`config.mk`:
```
export PLATFORM = sky130hd
export DESIGN_NAME = etd_top
export DESIGN_NICKNAME = d
export VERILOG_FILES = /design/src/etd_pkg.sv /design/src/etd_prescaler.sv /design/src/etd_top.sv
export SDC_FILE = /design/constraint.sdc
export NUM_CORES = 1
export LEC_CHECK = 0
export BUFFER_PORTS_ARGS = -buffer_cell sky130_fd_sc_hd__buf_2
export CAP_MARGIN = 20
export CORE_MARGIN = 2
export CORE_UTILIZATION = 55
export DETAILED_ROUTE_END_ITERATION = 12
export GPL_TIMING_DRIVEN = 0
export PLACE_DENSITY = 0.78
export RECOVER_POWER = 50
export REMOVE_ABC_BUFFERS = 1
export SYNTH_ARGS = -nofsm -noshare
export SYNTH_HDL_FRONTEND = slang
export SYNTH_SLANG_ARGS = --single-unit
```
`constraint.sdc`:
```
create_clock -name sys_clk_i -period 3.5 [get_ports sys_clk_i]
set_clock_uncertainty 0.05 [all_clocks]
set_input_delay 0.7 -clock sys_clk_i [delete_from_list [all_inputs] [get_ports sys_clk_i]]
set_output_delay 0.7 -clock sys_clk_i [all_outputs]
set_load 0.005 [all_outputs]
```
`src/etd_pkg.sv`:
```
package etd_pkg;

  // Clock and time base.
  localparam int unsigned CLK_PERIOD_NS  = 20;
  localparam int unsigned BASE_TICK_MS   = 10;
  localparam int unsigned NS_PER_MS      = 1000000;
  localparam int unsigned BASE_TICK_CYC  = (BASE_TICK_MS * NS_PER_MS) / CLK_PERIOD_NS;
  localparam int unsigned UNIT_STEP      = 10;

  // Widths.
  localparam int unsigned ADDR_W   = 5;
  localparam int unsigned DATA_W   = 32;
  localparam int unsigned PRESET_W = 15;

  // Register byte addresses.
  localparam logic [ADDR_W-1:0] CTRL_ADDR        = 5'h00;
  localparam logic [ADDR_W-1:0] ON_PRESET_ADDR   = 5'h04;
  localparam logic [ADDR_W-1:0] OFF_PRESET_ADDR  = 5'h08;
  localparam logic [ADDR_W-1:0] ON_ELAPSED_ADDR  = 5'h0c;
  localparam logic [ADDR_W-1:0] OFF_ELAPSED_ADDR = 5'h10;
  localparam logic [ADDR_W-1:0] STATUS_ADDR      = 5'h14;

  // Control register fields.
  localparam int unsigned CTRL_MODE_LSB = 0;
  localparam int unsigned CTRL_ON_EN    = 2;
  localparam int unsigned CTRL_OFF_EN   = 3;
  localparam int unsigned CTRL_UNIT_LSB = 4;
  localparam int unsigned CTRL_W        = 6;

  // Status register fields.
  localparam int unsigned STAT_PULSE  = 0;
  localparam int unsigned STAT_TOGGLE = 1;
  localparam int unsigned STAT_DELAY  = 2;

  // Pulse trigger modes.
  typedef enum logic [1:0] {
    rising_transition_mode  = 2'b00,
    falling_transition_mode = 2'b01,
    dual_transition_mode    = 2'b10
  } etd_mode_t;

  // Time units of the delay timer.
  typedef enum logic [1:0] {
    UNIT_10MS  = 2'b00,
    UNIT_100MS = 2'b01,
    UNIT_1S    = 2'b10
  } etd_unit_t;

  // Reset values.
  localparam logic [CTRL_W-1:0]   CTRL_RST   = 6'h00;
  localparam logic [PRESET_W-1:0] PRESET_RST = 15'h0000;

endpackage

```
`src/etd_prescaler.sv`:
```
`timescale 1ns/1ns
// Derives the 10 ms, 100 ms and 1 s ticks from the system clock and
// passes the selected one on as a single-cycle enable.
module etd_prescaler #(
  parameter int unsigned BASE_CYCLES = etd_pkg::BASE_TICK_CYC
) (
  input  wire logic       sys_clk_i,
  input  wire logic       rst_i,
  input  wire logic [1:0] unit_i,
  output logic            tick_o
);

  logic [31:0] base_cnt_reg;
  logic [3:0]  dec1_reg;
  logic [3:0]  dec2_reg;
  wire         base_wrap;
  wire         d1_wrap;
  wire         d2_wrap;
  wire         sel_tick;

  ////////////////////////////////////////////////////////////////////////
  // Wrap strobes of the three stages.
  assign base_wrap = (base_cnt_reg == BASE_CYCLES - 1);
  assign d1_wrap   = base_wrap && (dec1_reg == 4'(etd_pkg::UNIT_STEP - 1));
  assign d2_wrap   = d1_wrap && (dec2_reg == 4'(etd_pkg::UNIT_STEP - 1));
  assign sel_tick  = (unit_i == etd_pkg::UNIT_10MS)  ? base_wrap :
                     (unit_i == etd_pkg::UNIT_100MS) ? d1_wrap   :
                     (unit_i == etd_pkg::UNIT_1S)    ? d2_wrap   : 1'b0;

  ////////////////////////////////////////////////////////////////////////
  // The chain runs free, so a unit change takes effect at the next wrap.
  always_ff @(posedge sys_clk_i)
  begin
    if (rst_i)
    begin
      base_cnt_reg <= 32'h0000_0000;
      dec1_reg     <= 4'h0;
      dec2_reg     <= 4'h0;
      tick_o       <= 1'b0;
    end
    else
    begin
      base_cnt_reg <= base_wrap ? 32'h0000_0000 : base_cnt_reg + 32'h0000_0001;
      if (base_wrap)
        dec1_reg <= d1_wrap ? 4'h0 : dec1_reg + 4'h1;
      if (d1_wrap)
        dec2_reg <= d2_wrap ? 4'h0 : dec2_reg + 4'h1;
      tick_o <= sel_tick;
    end
  end

endmodule

```
`src/etd_top.sv`:
```
// Operation
// - Pulser emits one pulse per configured trigger transition, else low.
// - Pulser modes: falling only, rising only, or either transition.
// - Toggle output inverts on each inactive-to-active trigger change.
// - Toggle clear forces output inactive regardless of trigger.
// - ON delay: output rises after input held active for ON preset.
// - OFF delay: output falls after input held inactive for OFF preset.
// - ON and OFF delays enable separately or together.
// - ON delay only: output follows input low immediately.
// - Clear zeroes both elapsed counts, cancels operation, output inactive.
// - Clear with input active keeps delay output inactive.
// - Time unit selectable: 10 ms, 100 ms or 1 s tick.
// - Presets range 0 to 32767 ticks.
// - Presets and elapsed counts readable by other blocks.
//
// Decided for this implementation: the Avalon-MM interface to the registers and the placing of the registers.
`timescale 1ns/1ns
module etd_top #(
  parameter int unsigned TICK_BASE_CYCLES = etd_pkg::BASE_TICK_CYC,
  parameter int unsigned PRESET_W         = etd_pkg::PRESET_W
) (
  input  wire logic                        sys_clk_i,
  input  wire logic                        rst_i,
  // Avalon-MM slave.
  input  wire logic [etd_pkg::ADDR_W-1:0]  avs_address_i,
  input  wire logic                        avs_read_i,
  input  wire logic                        avs_write_i,
  input  wire logic [etd_pkg::DATA_W-1:0]  avs_writedata_i,
  input  wire logic [3:0]                  avs_byteenable_i,
  output logic      [etd_pkg::DATA_W-1:0]  avs_readdata_o,
  output logic                             avs_waitrequest_o,
  // Function block signals.
  input  wire logic                        pulse_trig_i,
  input  wire logic                        toggle_trig_i,
  input  wire logic                        toggle_clr_i,
  input  wire logic                        delay_in_i,
  input  wire logic                        delay_clr_i,
  output logic                             pulse_o,
  output logic                             toggle_o,
  output logic                             delay_o,
  output logic      [PRESET_W-1:0]         on_preset_o,
  output logic      [PRESET_W-1:0]         on_elapsed_o,
  output logic      [PRESET_W-1:0]         off_preset_o,
  output logic      [PRESET_W-1:0]         off_elapsed_o
);

  // Rising transition of a sampled level against its previous sample.
  function automatic logic rose(input logic cur, input logic prev);
    rose = cur & ~prev;
  endfunction

  // Writes a 32-bit word under byte enables.
  function automatic logic [31:0] merge(input logic [31:0] old, input logic [31:0] wd,
                                        input logic [3:0] be);
    logic [31:0] res;
    res = old;
    for (int i = 0; i < 4; i++)
      if (be[i])
        res[i*8 +: 8] = wd[i*8 +: 8];
    merge = res;
  endfunction

  ////////////////////////////////////////////////////////////////////////
  // Register bus.
  logic [etd_pkg::CTRL_W-1:0] ctrl_reg;
  logic                       pulse_prev_reg;
  logic                       toggle_prev_reg;
  wire                        bus_req;
  wire                        bus_do;
  wire                        wr_ctrl;
  wire                        wr_on;
  wire                        wr_off;
  wire  [31:0]                ctrl_word;
  wire  [31:0]                on_word;
  wire  [31:0]                off_word;
  wire  [31:0]                stat_word;
  wire  [31:0]                rd_mux;
  wire  [31:0]                ctrl_merged;
  wire  [31:0]                on_merged;
  wire  [31:0]                off_merged;
  wire  [1:0]                 mode_sel;
  wire                        on_en;
  wire                        off_en;
  wire  [1:0]                 unit_sel;
  wire                        tick;

  // A request is answered one cycle after it is seen; waitrequest drops
  // for exactly that cycle, and the access completes at its closing edge.
  assign bus_req = avs_read_i | avs_write_i;
  assign bus_do  = bus_req & ~avs_waitrequest_o;
  assign wr_ctrl = bus_do & avs_write_i & (avs_address_i == etd_pkg::CTRL_ADDR);
  assign wr_on   = bus_do & avs_write_i & (avs_address_i == etd_pkg::ON_PRESET_ADDR);
  assign wr_off  = bus_do & avs_write_i & (avs_address_i == etd_pkg::OFF_PRESET_ADDR);

  assign ctrl_word = {{(32-etd_pkg::CTRL_W){1'b0}}, ctrl_reg};
  assign on_word   = {{(32-PRESET_W){1'b0}}, on_preset_o};
  assign off_word  = {{(32-PRESET_W){1'b0}}, off_preset_o};
  assign stat_word = {29'h0000_0000, delay_o, toggle_o, pulse_o};

  assign ctrl_merged = merge(ctrl_word, avs_writedata_i, avs_byteenable_i);
  assign on_merged   = merge(on_word, avs_writedata_i, avs_byteenable_i);
  assign off_merged  = merge(off_word, avs_writedata_i, avs_byteenable_i);

  // Read decode; unmapped addresses read as zero and ignore writes.
  assign rd_mux = (avs_address_i == etd_pkg::CTRL_ADDR)        ? ctrl_word :
                  (avs_address_i == etd_pkg::ON_PRESET_ADDR)   ? on_word   :
                  (avs_address_i == etd_pkg::OFF_PRESET_ADDR)  ? off_word  :
                  (avs_address_i == etd_pkg::ON_ELAPSED_ADDR)  ?
                    {{(32-PRESET_W){1'b0}}, on_elapsed_o} :
                  (avs_address_i == etd_pkg::OFF_ELAPSED_ADDR) ?
                    {{(32-PRESET_W){1'b0}}, off_elapsed_o} :
                  (avs_address_i == etd_pkg::STATUS_ADDR)      ? stat_word : 32'h0000_0000;

  // Bus handshake and read data.
  always_ff @(posedge sys_clk_i)
  begin
    if (rst_i)
    begin
      avs_waitrequest_o <= 1'b1;
      avs_readdata_o    <= 32'h0000_0000;
    end
    else
    begin
      avs_waitrequest_o <= ~(bus_req & avs_waitrequest_o);
      if (avs_read_i & avs_waitrequest_o)
        avs_readdata_o <= rd_mux;
    end
  end

  // Configuration registers. Presets are 15 bits wide, so 0 to 32767.
  always_ff @(posedge sys_clk_i)
  begin
    if (rst_i)
    begin
      ctrl_reg     <= etd_pkg::CTRL_RST;
      on_preset_o  <= etd_pkg::PRESET_RST;
      off_preset_o <= etd_pkg::PRESET_RST;
    end
    else
    begin
      if (wr_ctrl)
        ctrl_reg <= ctrl_merged[etd_pkg::CTRL_W-1:0];
      if (wr_on)
        on_preset_o <= on_merged[PRESET_W-1:0];
      if (wr_off)
        off_preset_o <= off_merged[PRESET_W-1:0];
    end
  end

  assign mode_sel = ctrl_reg[etd_pkg::CTRL_MODE_LSB +: 2];
  assign on_en    = ctrl_reg[etd_pkg::CTRL_ON_EN];
  assign off_en   = ctrl_reg[etd_pkg::CTRL_OFF_EN];
  assign unit_sel = ctrl_reg[etd_pkg::CTRL_UNIT_LSB +: 2];

  ////////////////////////////////////////////////////////////////////////
  // Edge pulser. Comparing with the previous sample means a pulse can
  // only last one cycle, and each transition is judged on its own.
  wire  p_rise;
  wire  p_fall;
  logic p_hit;

  assign p_rise = rose(pulse_trig_i, pulse_prev_reg);
  assign p_fall = rose(pulse_prev_reg, pulse_trig_i);

  always_comb
  begin
    unique case (mode_sel)
      etd_pkg::rising_transition_mode:  p_hit = p_rise;
      etd_pkg::falling_transition_mode: p_hit = p_fall;
      etd_pkg::dual_transition_mode:    p_hit = p_rise | p_fall;
      default:                          p_hit = 1'b0;
    endcase
  end

  always_ff @(posedge sys_clk_i)
  begin
    if (rst_i)
    begin
      pulse_prev_reg <= 1'b0;
      pulse_o        <= 1'b0;
    end
    else
    begin
      pulse_prev_reg <= pulse_trig_i;
      pulse_o        <= p_hit;
    end
  end

  ////////////////////////////////////////////////////////////////////////
  // Toggle block. Clear is tested first so it beats a coincident trigger.
  wire t_act;

  assign t_act = rose(toggle_trig_i, toggle_prev_reg);

  always_ff @(posedge sys_clk_i)
  begin
    if (rst_i)
    begin
      toggle_prev_reg <= 1'b0;
      toggle_o        <= 1'b0;
    end
    else
    begin
      toggle_prev_reg <= toggle_trig_i;
      if (toggle_clr_i)
        toggle_o <= 1'b0;
      else if (t_act)
        toggle_o <= ~toggle_o;
    end
  end

  ////////////////////////////////////////////////////////////////////////
  // Delay timer tick.
  etd_prescaler #(
    .BASE_CYCLES (TICK_BASE_CYCLES)
  ) u_prescaler (
    .sys_clk_i (sys_clk_i),
    .rst_i     (rst_i),
    .unit_i    (unit_sel),
    .tick_o    (tick)
  );

  ////////////////////////////////////////////////////////////////////////
  // Delay timer. Each phase first checks whether its preset is reached and
  // only then counts, so a zero preset acts in the next cycle. A nonzero
  // preset ends on a tick, and as the tick runs free it may end under one tick early.
  wire on_phase;
  wire off_phase;
  wire on_done;
  wire off_done;
  wire max_on;
  wire max_off;

  assign on_phase  = delay_in_i & ~delay_o & on_en;
  assign off_phase = ~delay_in_i & delay_o & off_en;
  assign on_done   = (on_elapsed_o >= on_preset_o);
  assign off_done  = (off_elapsed_o >= off_preset_o);
  assign max_on    = &on_elapsed_o;
  assign max_off   = &off_elapsed_o;

  always_ff @(posedge sys_clk_i)
  begin
    if (rst_i)
    begin
      delay_o       <= 1'b0;
      on_elapsed_o  <= etd_pkg::PRESET_RST;
      off_elapsed_o <= etd_pkg::PRESET_RST;
    end
    else if (delay_clr_i)
    begin
      delay_o       <= 1'b0;
      on_elapsed_o  <= etd_pkg::PRESET_RST;
      off_elapsed_o <= etd_pkg::PRESET_RST;
    end
    else
    begin
      // ON side: count while waiting, restart whenever input falls.
      if (!delay_in_i)
        on_elapsed_o <= etd_pkg::PRESET_RST;
      else if (on_phase && !on_done && tick && !max_on)
        on_elapsed_o <= on_elapsed_o + 1'b1;
      // OFF side: count while waiting, restart whenever input rises.
      if (delay_in_i)
        off_elapsed_o <= etd_pkg::PRESET_RST;
      else if (off_phase && !off_done && tick && !max_off)
        off_elapsed_o <= off_elapsed_o + 1'b1;
      // Output decision.
      if (delay_in_i && !delay_o)
        delay_o <= on_en ? on_done : 1'b1;
      else if (!delay_in_i && delay_o)
        delay_o <= off_en ? ~off_done : 1'b0;
    end
  end

endmodule

```
* Word level (Yosys, flattened, before mapping)
Index checks and enable logic that the tools add are counted.
Storage, ports and cells: bits in registers 145, bits of input ports 50, logic and storage cells 110
Operators by class: $add $sub $neg 5, magnitude comparators 2, equal/unequal tests 12, mux-type cells 16, bitwise gates (word level) 25, reduce and logical (&&, ||, !) cells 32
Operators with widths (count):
- $mux W15 | 5
- $add A32 B1 Y32 const B | 1
- $eq A32 B19 Y1 const B | 1
- $add A15 B1 Y15 const B | 2
- $ge A15 B15 Y1 | 2
- $reduce_and A15 Y1 | 2
- $and A1 B1 Y1 | 14
- $eq A5 B4 Y1 const B | 2
- $eq A5 B5 Y1 const B | 2
- $logic_and A1 B1 Y1 | 10
- $reduce_and A2 Y1 | 5
- $not A1 Y1 | 9
- $add A4 B1 Y4 const B | 2
- $eq A4 B4 Y1 const B | 2
- $mux W4 | 2
- $mux W1 | 7
- $logic_not A1 Y1 | 6
- $reduce_or A2 Y1 | 3
- $reduce_or A3 Y1 | 2
- $eq A5 B3 Y1 const B | 1
- $logic_not A5 Y1 | 1
- $eq A2 B1 Y1 const B | 2
- $eq A2 B2 Y1 const B | 2
- $logic_not A2 Y1 | 2
- other kinds (4) | 5

* Logic depth before layout (Yosys ltp)
Gate-level depths: netlist of run 1.
depth in word-level cells 7, depth in mapped cells 10, depth with buffers taken out 8

* Hierarchy
From an unflattened synthesis of run 1, not the netlist that was laid out.
Second synthesis, totals: cells, all modules 829, area total of the unflattened synthesis 6991.7 µm²
By module, submodules not included:
- etd_top | instances 1, cells each 589, area each 4865.9 µm², seq. area each 1741.7 µm²
- etd_prescaler | instances 1, cells each 240, area each 2125.8 µm², seq. area each 820.8 µm²

* Worst setup path before layout of run 1
OpenSTA, ideal clock, no wires.
kind register -> register, from register off_preset_o[8], to register off_elapsed_o[13], library setup time 70 ps, arrival time 2598 ps, setup slack 781 ps, stages on the path, launching flop included 10, path buffers 1, period minus slack after synthesis 2719 ps, cell sequence dfxtp_1 inv_1 ha_1 a21o_1 a221o_1 a221o_1 a211o_1 buf_6 or4_1 a21oi_1
Between the ends: cells in the longest elaborated chain, start to end 5
Ends and longest elaborated chain:
- from (decl) | RTL line etd_top.sv:43 | output logic [PRESET_W-1:0] off_preset_o,
- from (signal assigned) | RTL line etd_top.sv:137 | off_preset_o <= etd_pkg::PRESET_RST;
- from (signal assigned) | RTL line etd_top.sv:146 | off_preset_o <= off_merged[PRESET_W-1:0];
- $ge A15 B15 Y1 | RTL line etd_top.sv:237 | assign off_done = (off_elapsed_o >= off_preset_o);
- $logic_not A1 Y1 | RTL line etd_top.sv:265 | else if (off_phase && !off_done && tick && !max_off)
- $logic_and A1 B1 Y1 (3 in series) | RTL line etd_top.sv:265
- to (signal assigned) | RTL line etd_top.sv:253 | off_elapsed_o <= etd_pkg::PRESET_RST;
- to (signal assigned) | RTL line etd_top.sv:264 | off_elapsed_o <= etd_pkg::PRESET_RST;
- to (signal assigned) | RTL line etd_top.sv:266 | off_elapsed_o <= off_elapsed_o + 1'b1;
- to (decl) | RTL line etd_top.sv:44 | output logic [PRESET_W-1:0] off_elapsed_o
Every way passes these cells. A chain may end at the register's enable or synchronous reset.

* Worst setup path in the final report of run 1
from register off_elapsed_o[10], to register off_elapsed_o[11]
Between the ends: cells in the longest elaborated chain, start to end 5, elaborated cells between the ends (all ways) 8
Ends and longest elaborated chain:
- from (signal assigned) | RTL line etd_top.sv:247 | off_elapsed_o <= etd_pkg::PRESET_RST;
- from (signal assigned) | RTL line etd_top.sv:253
- from (signal assigned) | RTL line etd_top.sv:264
- $ge A15 B15 Y1 | RTL line etd_top.sv:237
- $logic_not A1 Y1 | RTL line etd_top.sv:265
- $logic_and A1 B1 Y1 (3 in series) | RTL line etd_top.sv:265
Several ways; a longest one is shown, not always the timed one.

==> flow_metrics.env, run 1 <==
export IMPL_grt_use_total=0.266
export IMPL_startpoint_type="flop"
export IMPL_fin_crit_sh=0.870
export IMPL_post_cts_resized=0
export IMPL_vias=6122
export IMPL_synth_distinct_cells=49
export IMPL_stdcell_count=1039
export IMPL_drv_slew=0
export IMPL_layout_setup_ws_ns=0.455
export IMPL_syn_avg_cell_area_um2=8.53
export IMPL_grt_start_max_net_pins=59
export IMPL_syn_area_um2=6660
export IMPL_cp_common_cell="a221o_1"
export IMPL_power_density_nw_per_um2=424
export IMPL_h_tree_depth=4
export IMPL_cp_slowest_cell="or4_1"
export IMPL_cts_root_buf="clkbuf_16"
export IMPL_critPathMaxFanout=22
export IMPL_final_nets=970
export IMPL_worst_slew_pin_slew_ns=1.08
export IMPL_grt_overflow=0
export IMPL_wl_per_cell_um=16.4
export IMPL_start_util=0.559
export IMPL_yosys_top_cells_area="dfxtp_1, ha_1, mux2i_1"
export IMPL_synth_top_flop_cell="dfxtp_1"
export IMPL_seq_area_frac_synth=0.385
export IMPL_dieWidth_um=114
export IMPL_gp_congestion=0.913
export IMPL_crit_path_end_kind="flop"
export IMPL_via_per_inst=5.89
export IMPL_hold_ws_ns=0.384
export IMPL_core_um2=11900
export IMPL_min_path_type="input pin to flop"
export IMPL_drive_above_1_share=0.127
export IMPL_cp_required_ns=3.79
export IMPL_dp_hpwl_um=12400
export IMPL_path_cells="ha_1 > and2_1 > a221o_1 > a221o_1 > a211o_1 > or4_1 > a21oi_1"
export IMPL_largest_reg_flops=32
export IMPL_clock_latency_ns=0.42
export IMPL_ant_nets=0
export IMPL_cts_tree="yes"
export IMPL_antenna_found_initial=0
export IMPL_power_leakage_nw=3.20
export IMPL_synthArstFlopShare=0
export IMPL_wirelength_um=17000
export IMPL_yosys_area_top_type="dfxtp_1"
export IMPL_hold_buffers=0
export IMPL_cts_buffers=17
export IMPL_place_ws_ns=0.252
export IMPL_arrival_ns=3.34
export IMPL_clock_fmax_mhz=328
export IMPL_ys_seq_elements=128
export IMPL_clkTransAtPathRegs_ns=0.05
export IMPL_cts_sinks=128
export IMPL_drc=0
export IMPL_setup_worst_path_class="flop to flop"
export IMPL_post_cts_buffers=0
export IMPL_io_pins=146
export IMPL_fin_setup_tns_ns=0
export IMPL_area_growth_synth_to_final_pct=16.7
export IMPL_ff_latch_area_um2=2560
export IMPL_fill_cells=1034
export IMPL_drtIter0Drc=510
export IMPL_critPathMaxStageDelay_ns=0.57
export IMPL_clock_path_buffers=2
export IMPL_drt_pre_antenna_iters=6
export IMPL_final_area_um2=7770
export IMPL_peakVddDrop_uv=339
export IMPL_synth_top_area_frac=0.385
export IMPL_dp_cells=1007
export IMPL_hold_viol_final=0
export IMPL_die_y_um=114
export IMPL_io_buffers=109
export IMPL_dpl_cell_area_um2=7230
export IMPL_grt_pass1_wl_um=27200
export IMPL_setup_violations=0
export IMPL_min_period_ns=3.05
export IMPL_rsz0062_at_grt="false"
export IMPL_synth_edf_count=0
export IMPL_rows=40
export IMPL_first_global_vias=5519
export IMPL_finalCoreUtilization=0.652
export IMPL_antenna_cells=0
export IMPL_maxCapViolCount=0
export IMPL_maxSlewHeadroom=0.278
export IMPL_multi_input_area_um2=3750
export IMPL_outcome="complete, no violations"
export IMPL_yosys_warnings=0
export IMPL_finalPower_mw=3.30
export IMPL_die_area_um2=13000
export IMPL_synth_cells=780
==> area by class of cell <==
| type | instances | share of cell area |
|---|---|---|
| clock buffers | 21 | 0.0593 |
| clock inverters | 11 | 0.0147 |
| inverters | 45 | 0.0217 |
| multi-input cells | 576 | 0.483 |
| flip-flops and latches | 128 | 0.330 |
| well taps | 147 | 0.0237 |
| repair buffers | 111 | 0.0675 |
==> metal layers <==
layer	wire length, um	GRT usage
met5	0	0
met4	410	0.111
met3	1220	0.0638
met2	7760	0.416
met1	7620	0.354
==> where the power goes <==
part	leakage (nW)	internal, mW	switching, mW
Combinational	1.89	0.0348	0.0731
Clock	0.282	1.08	0.632
Sequential	1.03	1.47	0.0107
Total	3.20	2.58	0.716
==> layout by cell type (no fill, tap or decap), drive strengths merged, types with 3 or more instances in the layout <==
cell / synthesis / routed
and3: 15 / 15
ha: 41 / 41
inv: 45 / 45
nand2: 46 / 46
a211oi: 7 / 7
o31ai: 8 / 8
clkinv: 0 / 7
conb: 1 / 17
nand4: 21 / 21
mux2i: 37 / 37
nor4: 6 / 6
o21ai: 37 / 37
a222oi: 14 / 14
a21o: 6 / 6
nor2b: 4 / 4
nor3: 10 / 10
and2: 8 / 8
and4: 12 / 12
xor2: 22 / 22
nor2: 92 / 92
or4: 10 / 10
xnor2: 10 / 10
a21oi: 49 / 49
clkbuf: 26 / 50
dfxtp: 128 / 128
a31oi: 6 / 6
or3: 26 / 26
nand2b: 3 / 3
buf: 21 / 82
nand3: 33 / 33
a221oi: 7 / 7
a22oi: 10 / 10
==> synthesized netlist by cell type, types with 10 or more instances <==
cell type / instances
dfxtp_1: 128
nor2_1: 92
a21oi_1: 49
nand2_1: 46
inv_1: 45
ha_1: 41
mux2i_1: 37
o21ai_0: 37
nand3_1: 33
clkbuf_1: 26
or3_1: 26
xor2_1: 22
nand4_1: 21
buf_4: 17
and3_1: 15
a222oi_1: 14
and4_1: 12
a22oi_1: 10
nor3_1: 10
or4_1: 10
xnor2_1: 10
==> path summary, 6_finish.rpt <==
| path | from | to | slack (ns) | cells past startpoint |
|---|---|---|---|---|
| max reg2reg | off_elapsed_o[10] | off_elapsed_o[11] | 0.45 | 7 |
| max | off_elapsed_o[10] | off_elapsed_o[11] | 0.45 | 7 |
| min | toggle_clr_i | toggle_o | 0.38 | 2 |
| min reg2reg | u_prescaler.base_cnt_reg[0] | u_prescaler.base_cnt_reg[0] | 0.41 | 1 |
==> logic make-up (layout without fill, tap and decap cells) <==
group	after synthesis	count (layout)	synth area share
AND/OR/NAND/NOR	293	293	0.226
AO/OA/AOI/OAI	156	156	0.151
flip-flops	128	128	0.385
buffers and inverters	92	188	0.0626
adder cells (fa/ha/maj)	41	41	0.0771
multiplexers	37	37	0.0556
XOR/XNOR	32	32	0.0421
other	1	17	0.000563
==> worst max-delay path, delay by kind of cell, from the launching register on <==
kind / cells / cell delay (ns)
and+or+nand+nor: 2 / 0.72
DFF: 1 / 0.52
adders and majority gates: 1 / 0.31
AOI/OAI and AO/OA: 4 / 1.36
Note: power is estimated with default switching activity, not from simulation.
==> run 2, diff against run 1 <==
Settings changed: ABC_AREA set to 1, CORE_UTILIZATION 55 to 56, PLACE_DENSITY 0.78 to 0.81.
==> flow_metrics.env, run 2 <==
export IMPL_syn_avg_cell_area_um2=6.90
export IMPL_io_buffers=109
export IMPL_fin_crit_sh=0.800
export IMPL_drc=0
export IMPL_outcome="complete, no violations"
export IMPL_cts_tree="yes"
export IMPL_cts_buffers=17
export IMPL_maxSlewHeadroom=0.290
export IMPL_cp_slowest_cell="dfxtp_1"
export IMPL_worst_slew_pin_slew_ns=1.07
export IMPL_setup_violations=0
export IMPL_first_global_vias=6934
export IMPL_startpoint="u_prescaler.base_cnt_reg[0]"
export IMPL_grt_use_met3=0.0592
export IMPL_die_area_um2=14600
export IMPL_grt_use_total=0.297
export IMPL_drv_slew=0
export IMPL_start_util=0.576
export IMPL_hold_ws_ns=0.386
export IMPL_setup_worst_path_class="flop to flop"
export IMPL_dieWidth_um=121
export IMPL_rsz0062_at_grt="false"
export IMPL_cts_root_buf="clkbuf_16"
export IMPL_rows=42
export IMPL_peakVddDrop_uv=276
export IMPL_yosysMostFrequentCell="nand2_1"
export IMPL_critPathMaxFanout=28
export IMPL_seq_area_frac_synth=0.335
export IMPL_grt_overflow=0
export IMPL_synth_distinct_cells=45
export IMPL_largest_reg_flops=32
export IMPL_ff2ff_setup_slack_ns=0.70
export IMPL_drt_pre_antenna_iters=6
export IMPL_min_period_ns=2.80
export IMPL_ant_nets=0
export IMPL_worstReg2RegEnd="u_prescaler.base_cnt_reg[9]"
export IMPL_synth_top_flop_cell="dfxtp_1"
export IMPL_syn_area_um2=7660
export IMPL_whs_path_depth=2
export IMPL_h_tree_depth=4
export IMPL_clkTransAtPathRegs_ns=0.06
export IMPL_drive_above_1_share=0.127
export IMPL_synth_top_area_frac=0.335
export IMPL_area_growth_synth_to_final_pct=15.9
export IMPL_grt_use_met1=0.400
export IMPL_synth_edf_count=0
export IMPL_ys_seq_elements=128
export IMPL_grt_pass1_wl_um=34300
export IMPL_final_nets=1302
export IMPL_layout_common_cells="nand2_1, inv_1, dfxtp_1"
export IMPL_critPathMaxStageDelay_ns=0.39
export IMPL_yosys_warnings=0
export IMPL_yosys_top_cells_area="dfxtp_1, nand2_1, inv_1"
export IMPL_fin_setup_tns_ns=0
export IMPL_maxCapViolCount=0
export IMPL_mostFrequentLayoutCell="nand2_1"
export IMPL_gr_usage_met2=0.478
export IMPL_wl_per_cell_um=15.4
export IMPL_hold_buffers=0
export IMPL_die_y_um=121
export IMPL_synth_cells=1110
export IMPL_endpoint="u_prescaler.base_cnt_reg[9]"
export IMPL_via_per_inst=5.59
export IMPL_path_cells="ha_1 > nand2_2 > nor2_1 > nand3_1 > nor3_1 > nand2_1 > nand2_1 > buf_16 > a21oi_1 > o21a_1"
export IMPL_arrival_ns=3.06
export IMPL_startpoint_type="flop"
export IMPL_post_cts_resized=0
export IMPL_cts_sinks=128
export IMPL_hold_viol_final=0
export IMPL_cp_required_ns=3.76
export IMPL_wirelength_um=21600
export IMPL_gr_max_usage_layer="met2"
export IMPL_core_um2=13300
export IMPL_drtIter0Drc=728
export IMPL_power_leakage_nw=3.75
export IMPL_clock_path_buffers=2
export IMPL_gp_congestion=0.922
export IMPL_min_path_type="input pin to flop"
export IMPL_yosys_area_top_type="dfxtp_1"
export IMPL_crit_path_end_kind="flop"
export IMPL_antenna_found_initial=1
export IMPL_clock_latency_ns=0.42
export IMPL_synthArstFlopShare=0
export IMPL_post_cts_buffers=0
export IMPL_power_density_nw_per_um2=402
export IMPL_r2r_start="u_prescaler.base_cnt_reg[0]"
export IMPL_vias=7827
export IMPL_rr_worst_depth=10
export IMPL_cp_common_cell="nand2_1"
export IMPL_grt_start_max_net_pins=45
export IMPL_dp_hpwl_um=16000
export IMPL_clock_fmax_mhz=357
export IMPL_finalCoreUtilization=0.668
export IMPL_synth_common_cells="nand2_1, inv_1, dfxtp_1"
export IMPL_io_pins=146
==> run 2: changes by cell type in the layout (fill, tap and decap cells not counted), sizes merged, moves of 14 or more <==
cell / delta
and3: -15
o22ai: +14
nor3: +29
nand4: +26
nand2: +157
a222oi: -14
nor2: +37
a21oi: +59
o21ai: +29
mux2i: -37
inv: +122
nand3: +21
or3: -26
==> run 2: worst min-delay path by stage <==
stage	startpoint	end	slack (ns)
floorplan	avs_waitrequest_o	avs_waitrequest_o	0.38
global placement	avs_waitrequest_o	avs_waitrequest_o	0.37
detailed placement	avs_waitrequest_o	avs_waitrequest_o	0.38
CTS	toggle_clr_i	toggle_o	0.37
global route	toggle_clr_i	toggle_o	0.38
finish	toggle_clr_i	toggle_o	0.39
==> run 2: cell type report <==
| type | instances | area (um2) |
|---|---|---|
| Tap cell | 176 | 220 |
| Timing Repair Buffer | 111 | 557 |
| Sequential cell | 128 | 2560 |
| Multi-Input combinational cell | 785 | 4250 |
| Clock buffer | 24 | 512 |
| Clock inverter | 8 | 149 |
| Fill cell | 1165 | 4420 |
| Inverter | 168 | 631 |
| Antenna cell | 1 | 2.50 |
==> run 2: cells by family after synthesis <==
| logic type | synth area share |
|---|---|
| other | 0.000490 |
| adder cells (fa/ha/maj) | 0.0670 |
| buffers and inverters | 0.117 |
| AND/OR/NAND/NOR | 0.306 |
| XOR/XNOR | 0.0355 |
| AO/OA/AOI/OAI | 0.140 |
| flip-flops | 0.335 |
==> run 2: critical path: cells and delay by family (launching register included) <==
kind,cells,cell delay [ns]
AOI/OAI and AO/OA,2,0.20
adders and majority gates,1,0.21
buffers and inverters,1,0.21
DFF,1,0.39
and+or+nand+nor,6,1.61
==> run 2: report_power, final <==
| part | switching (mW) | internal [mW] |
|---|---|---|
| sequential | 0.00981 | 1.47 |
| clock | 0.640 | 1.31 |
| combinational | 0.0970 | 0.0478 |
| total | 0.747 | 2.82 |
==> run 2: metal layers <==
metal | wire (um) | up-vias
li1 | - | 3835
met1 | 9320 | 3601
met2 | 9970 | 348
met3 | 1810 | 43
met4 | 512 | 0
met5 | 0 | -
==> run 2: per-stage QoR <==
| stage | instances | power, mW | setup WS (ns) | instance area [um2] |
|---|---|---|---|---|
| after global placement | 1366 | 1.64 | 0.0744 | 8220 |
| after detailed placement | 1366 | 1.65 | -0.0649 | 8220 |
| after CTS | 1398 | 3.58 | 0.372 | 8880 |
| after floorplan | 1081 | 1.58 | 1.24 | 7450 |
| after global routing | 1400 | 3.69 | 0.479 | 8880 |
| final | 1401 | 3.57 | 0.701 | 8880 |
==> run 3, diff against run 2 <==
Settings changed: ABC_AREA 1 to 0, CORE_UTILIZATION 56 to 55.
Clock period 3.5 ns to 2.8 ns, I/O delays scaled along.
==> flow_metrics.env, run 3 (synthesized netlist as in run 1, its figures left out) <==
export IMPL_outcome="complete, no violations"
export IMPL_dp_cells=1007
export IMPL_clock_path_buffers=2
export IMPL_first_global_vias=5642
export IMPL_cts_root_buf="clkbuf_16"
export IMPL_startpoint_type="flop"
export IMPL_stdcell_count=1046
export IMPL_cts_buffers=17
export IMPL_cts_sinks=128
export IMPL_grt_use_total=0.277
export IMPL_die_y_um=114
export IMPL_drc=0
export IMPL_drive_above_1_share=0.154
export IMPL_clock_latency_ns=0.42
export IMPL_wirelength_um=18200
export IMPL_min_delay_start="toggle_clr_i"
export IMPL_layout_common_cells="dfxtp_1, nor2_1, buf_2"
export IMPL_drt_pre_antenna_iters=7
export IMPL_rsz0062_at_grt="true"
export IMPL_gp_congestion=0.865
export IMPL_fin_setup_tns_ns=0
export IMPL_dieWidth_um=114
export IMPL_r2r_start="off_elapsed_o[10]"
export IMPL_min_period_ns=2.76
export IMPL_rows=40
export IMPL_start_util=0.559
export IMPL_finalCoreUtilization=0.668
export IMPL_peakVddDrop_uv=439
export IMPL_h_tree_depth=4
export IMPL_cp_required_ns=3.10
export IMPL_critPathMaxFanout=8
export IMPL_min_path_type="input pin to flop"
export IMPL_largest_reg_flops=32
export IMPL_core_um2=11900
export IMPL_setup_violations=0
export IMPL_finalPower_mw=4.22
export IMPL_maxCapViolCount=0
export IMPL_arrival_ns=3.06
export IMPL_clock_fmax_mhz=362
export IMPL_hold_viol_final=0
export IMPL_io_pins=146
export IMPL_setup_worst_path_class="flop to flop"
export IMPL_ant_nets=0
export IMPL_drv_slew=0
export IMPL_antenna_found_initial=0
export IMPL_via_per_inst=6.11
export IMPL_hold_ws_ns=0.246
export IMPL_grt_pass1_wl_um=28600
export IMPL_drtIter0Drc=853
export IMPL_area_growth_synth_to_final_pct=19.5
export IMPL_crit_path_end_kind="flop"
export IMPL_grt_start_max_net_pins=59
export IMPL_worst_slew_pin_slew_ns=1.19
export IMPL_fin_crit_sh=0.986
export IMPL_startpoint="off_elapsed_o[10]"
export IMPL_final_nets=977
export IMPL_maxSlewHeadroom=0.206
export IMPL_antenna_cells=0
export IMPL_clkTransAtPathRegs_ns=0.06
export IMPL_vias=6391
export IMPL_wl_per_cell_um=17.4
export IMPL_io_buffers=109
export IMPL_power_leakage_nw=3.23
export IMPL_mostFrequentLayoutCell="dfxtp_1"
export IMPL_grt_overflow=0
export IMPL_dp_hpwl_um=12600
export IMPL_cts_tree="yes"
export IMPL_die_area_um2=13000
export IMPL_hold_buffers=0
export IMPL_power_density_nw_per_um2=530
==> run 3: cell count changes in the layout (fill, tap and decap cells not counted), moves of 15 or more <==
cell	previous run	this run
nor3_1	34	9
nand2_2	16	1
nand2_1	187	45
nand4_1	45	21
o21ai_0	65	37
nand3_1	53	33
a21oi_1	100	44
and3_1	0	15
nor2_1	122	92
inv_1	165	45
or3_1	0	26
mux2i_1	0	37
==> run 3: layout make-up <==
type / count / area (um2)
fillers: 972 / 3960
multi-input cells: 578 / 3860
flip-flops and latches: 128 / 2570
repair buffers: 116 / 568
clock buffers: 24 / 502
well taps: 147 / 184
inverters: 45 / 169
clock inverters: 8 / 103
==> run 3: final timing paths <==
path	depth (start not counted)	to	slack, ns
worst min register to register	1	u_prescaler.base_cnt_reg[0]	0.41
worst max register to register	7	off_elapsed_o[6]	0.04
worst max-delay path	7	off_elapsed_o[6]	0.04
worst min-delay path	2	toggle_o	0.25
==> run 3: timing repair <==
item                                    in CTS  in global routing
pin swaps                                    3                  5
gates cloned                                 1                  1
endpoints found under the setup margin      11                 45
gates resized for setup                      3                 22
buffers inserted                             1                  3
==> run 3: per-layer routing <==
layer,part of all wire,global-route usage
met5,0,0
met4,0.031,0.107
met3,0.084,0.0611
met2,0.46,0.433
met1,0.43,0.374
==> run 3: stage by stage <==
stage                     setup WS (ns)  area (um2)
after floorplan                  0.0472        6470
after global placement            -1.10        7200
after global routing            -0.0236        7950
final                            0.0402        7950
after detailed placement         -0.332        7230
after CTS                       0.00631        7860
==> run 3: critical path, stage by stage, from the launching register on <==
cell	delay, ns
dfxtp_2	0.44
ha_1	0.28
and2_1	0.15
a221o_1	0.30
a221o_1	0.46
a211o_2	0.40
or4_4	0.49
a21oi_2	0.12
==> run 3: power breakdown <==
group	switching, mW	total, mW	internal, mW
Clock	0.802	2.23	1.43
Sequential	0.0131	1.85	1.84
Combinational	0.0933	0.140	0.0465
Total	0.909	4.22	3.31
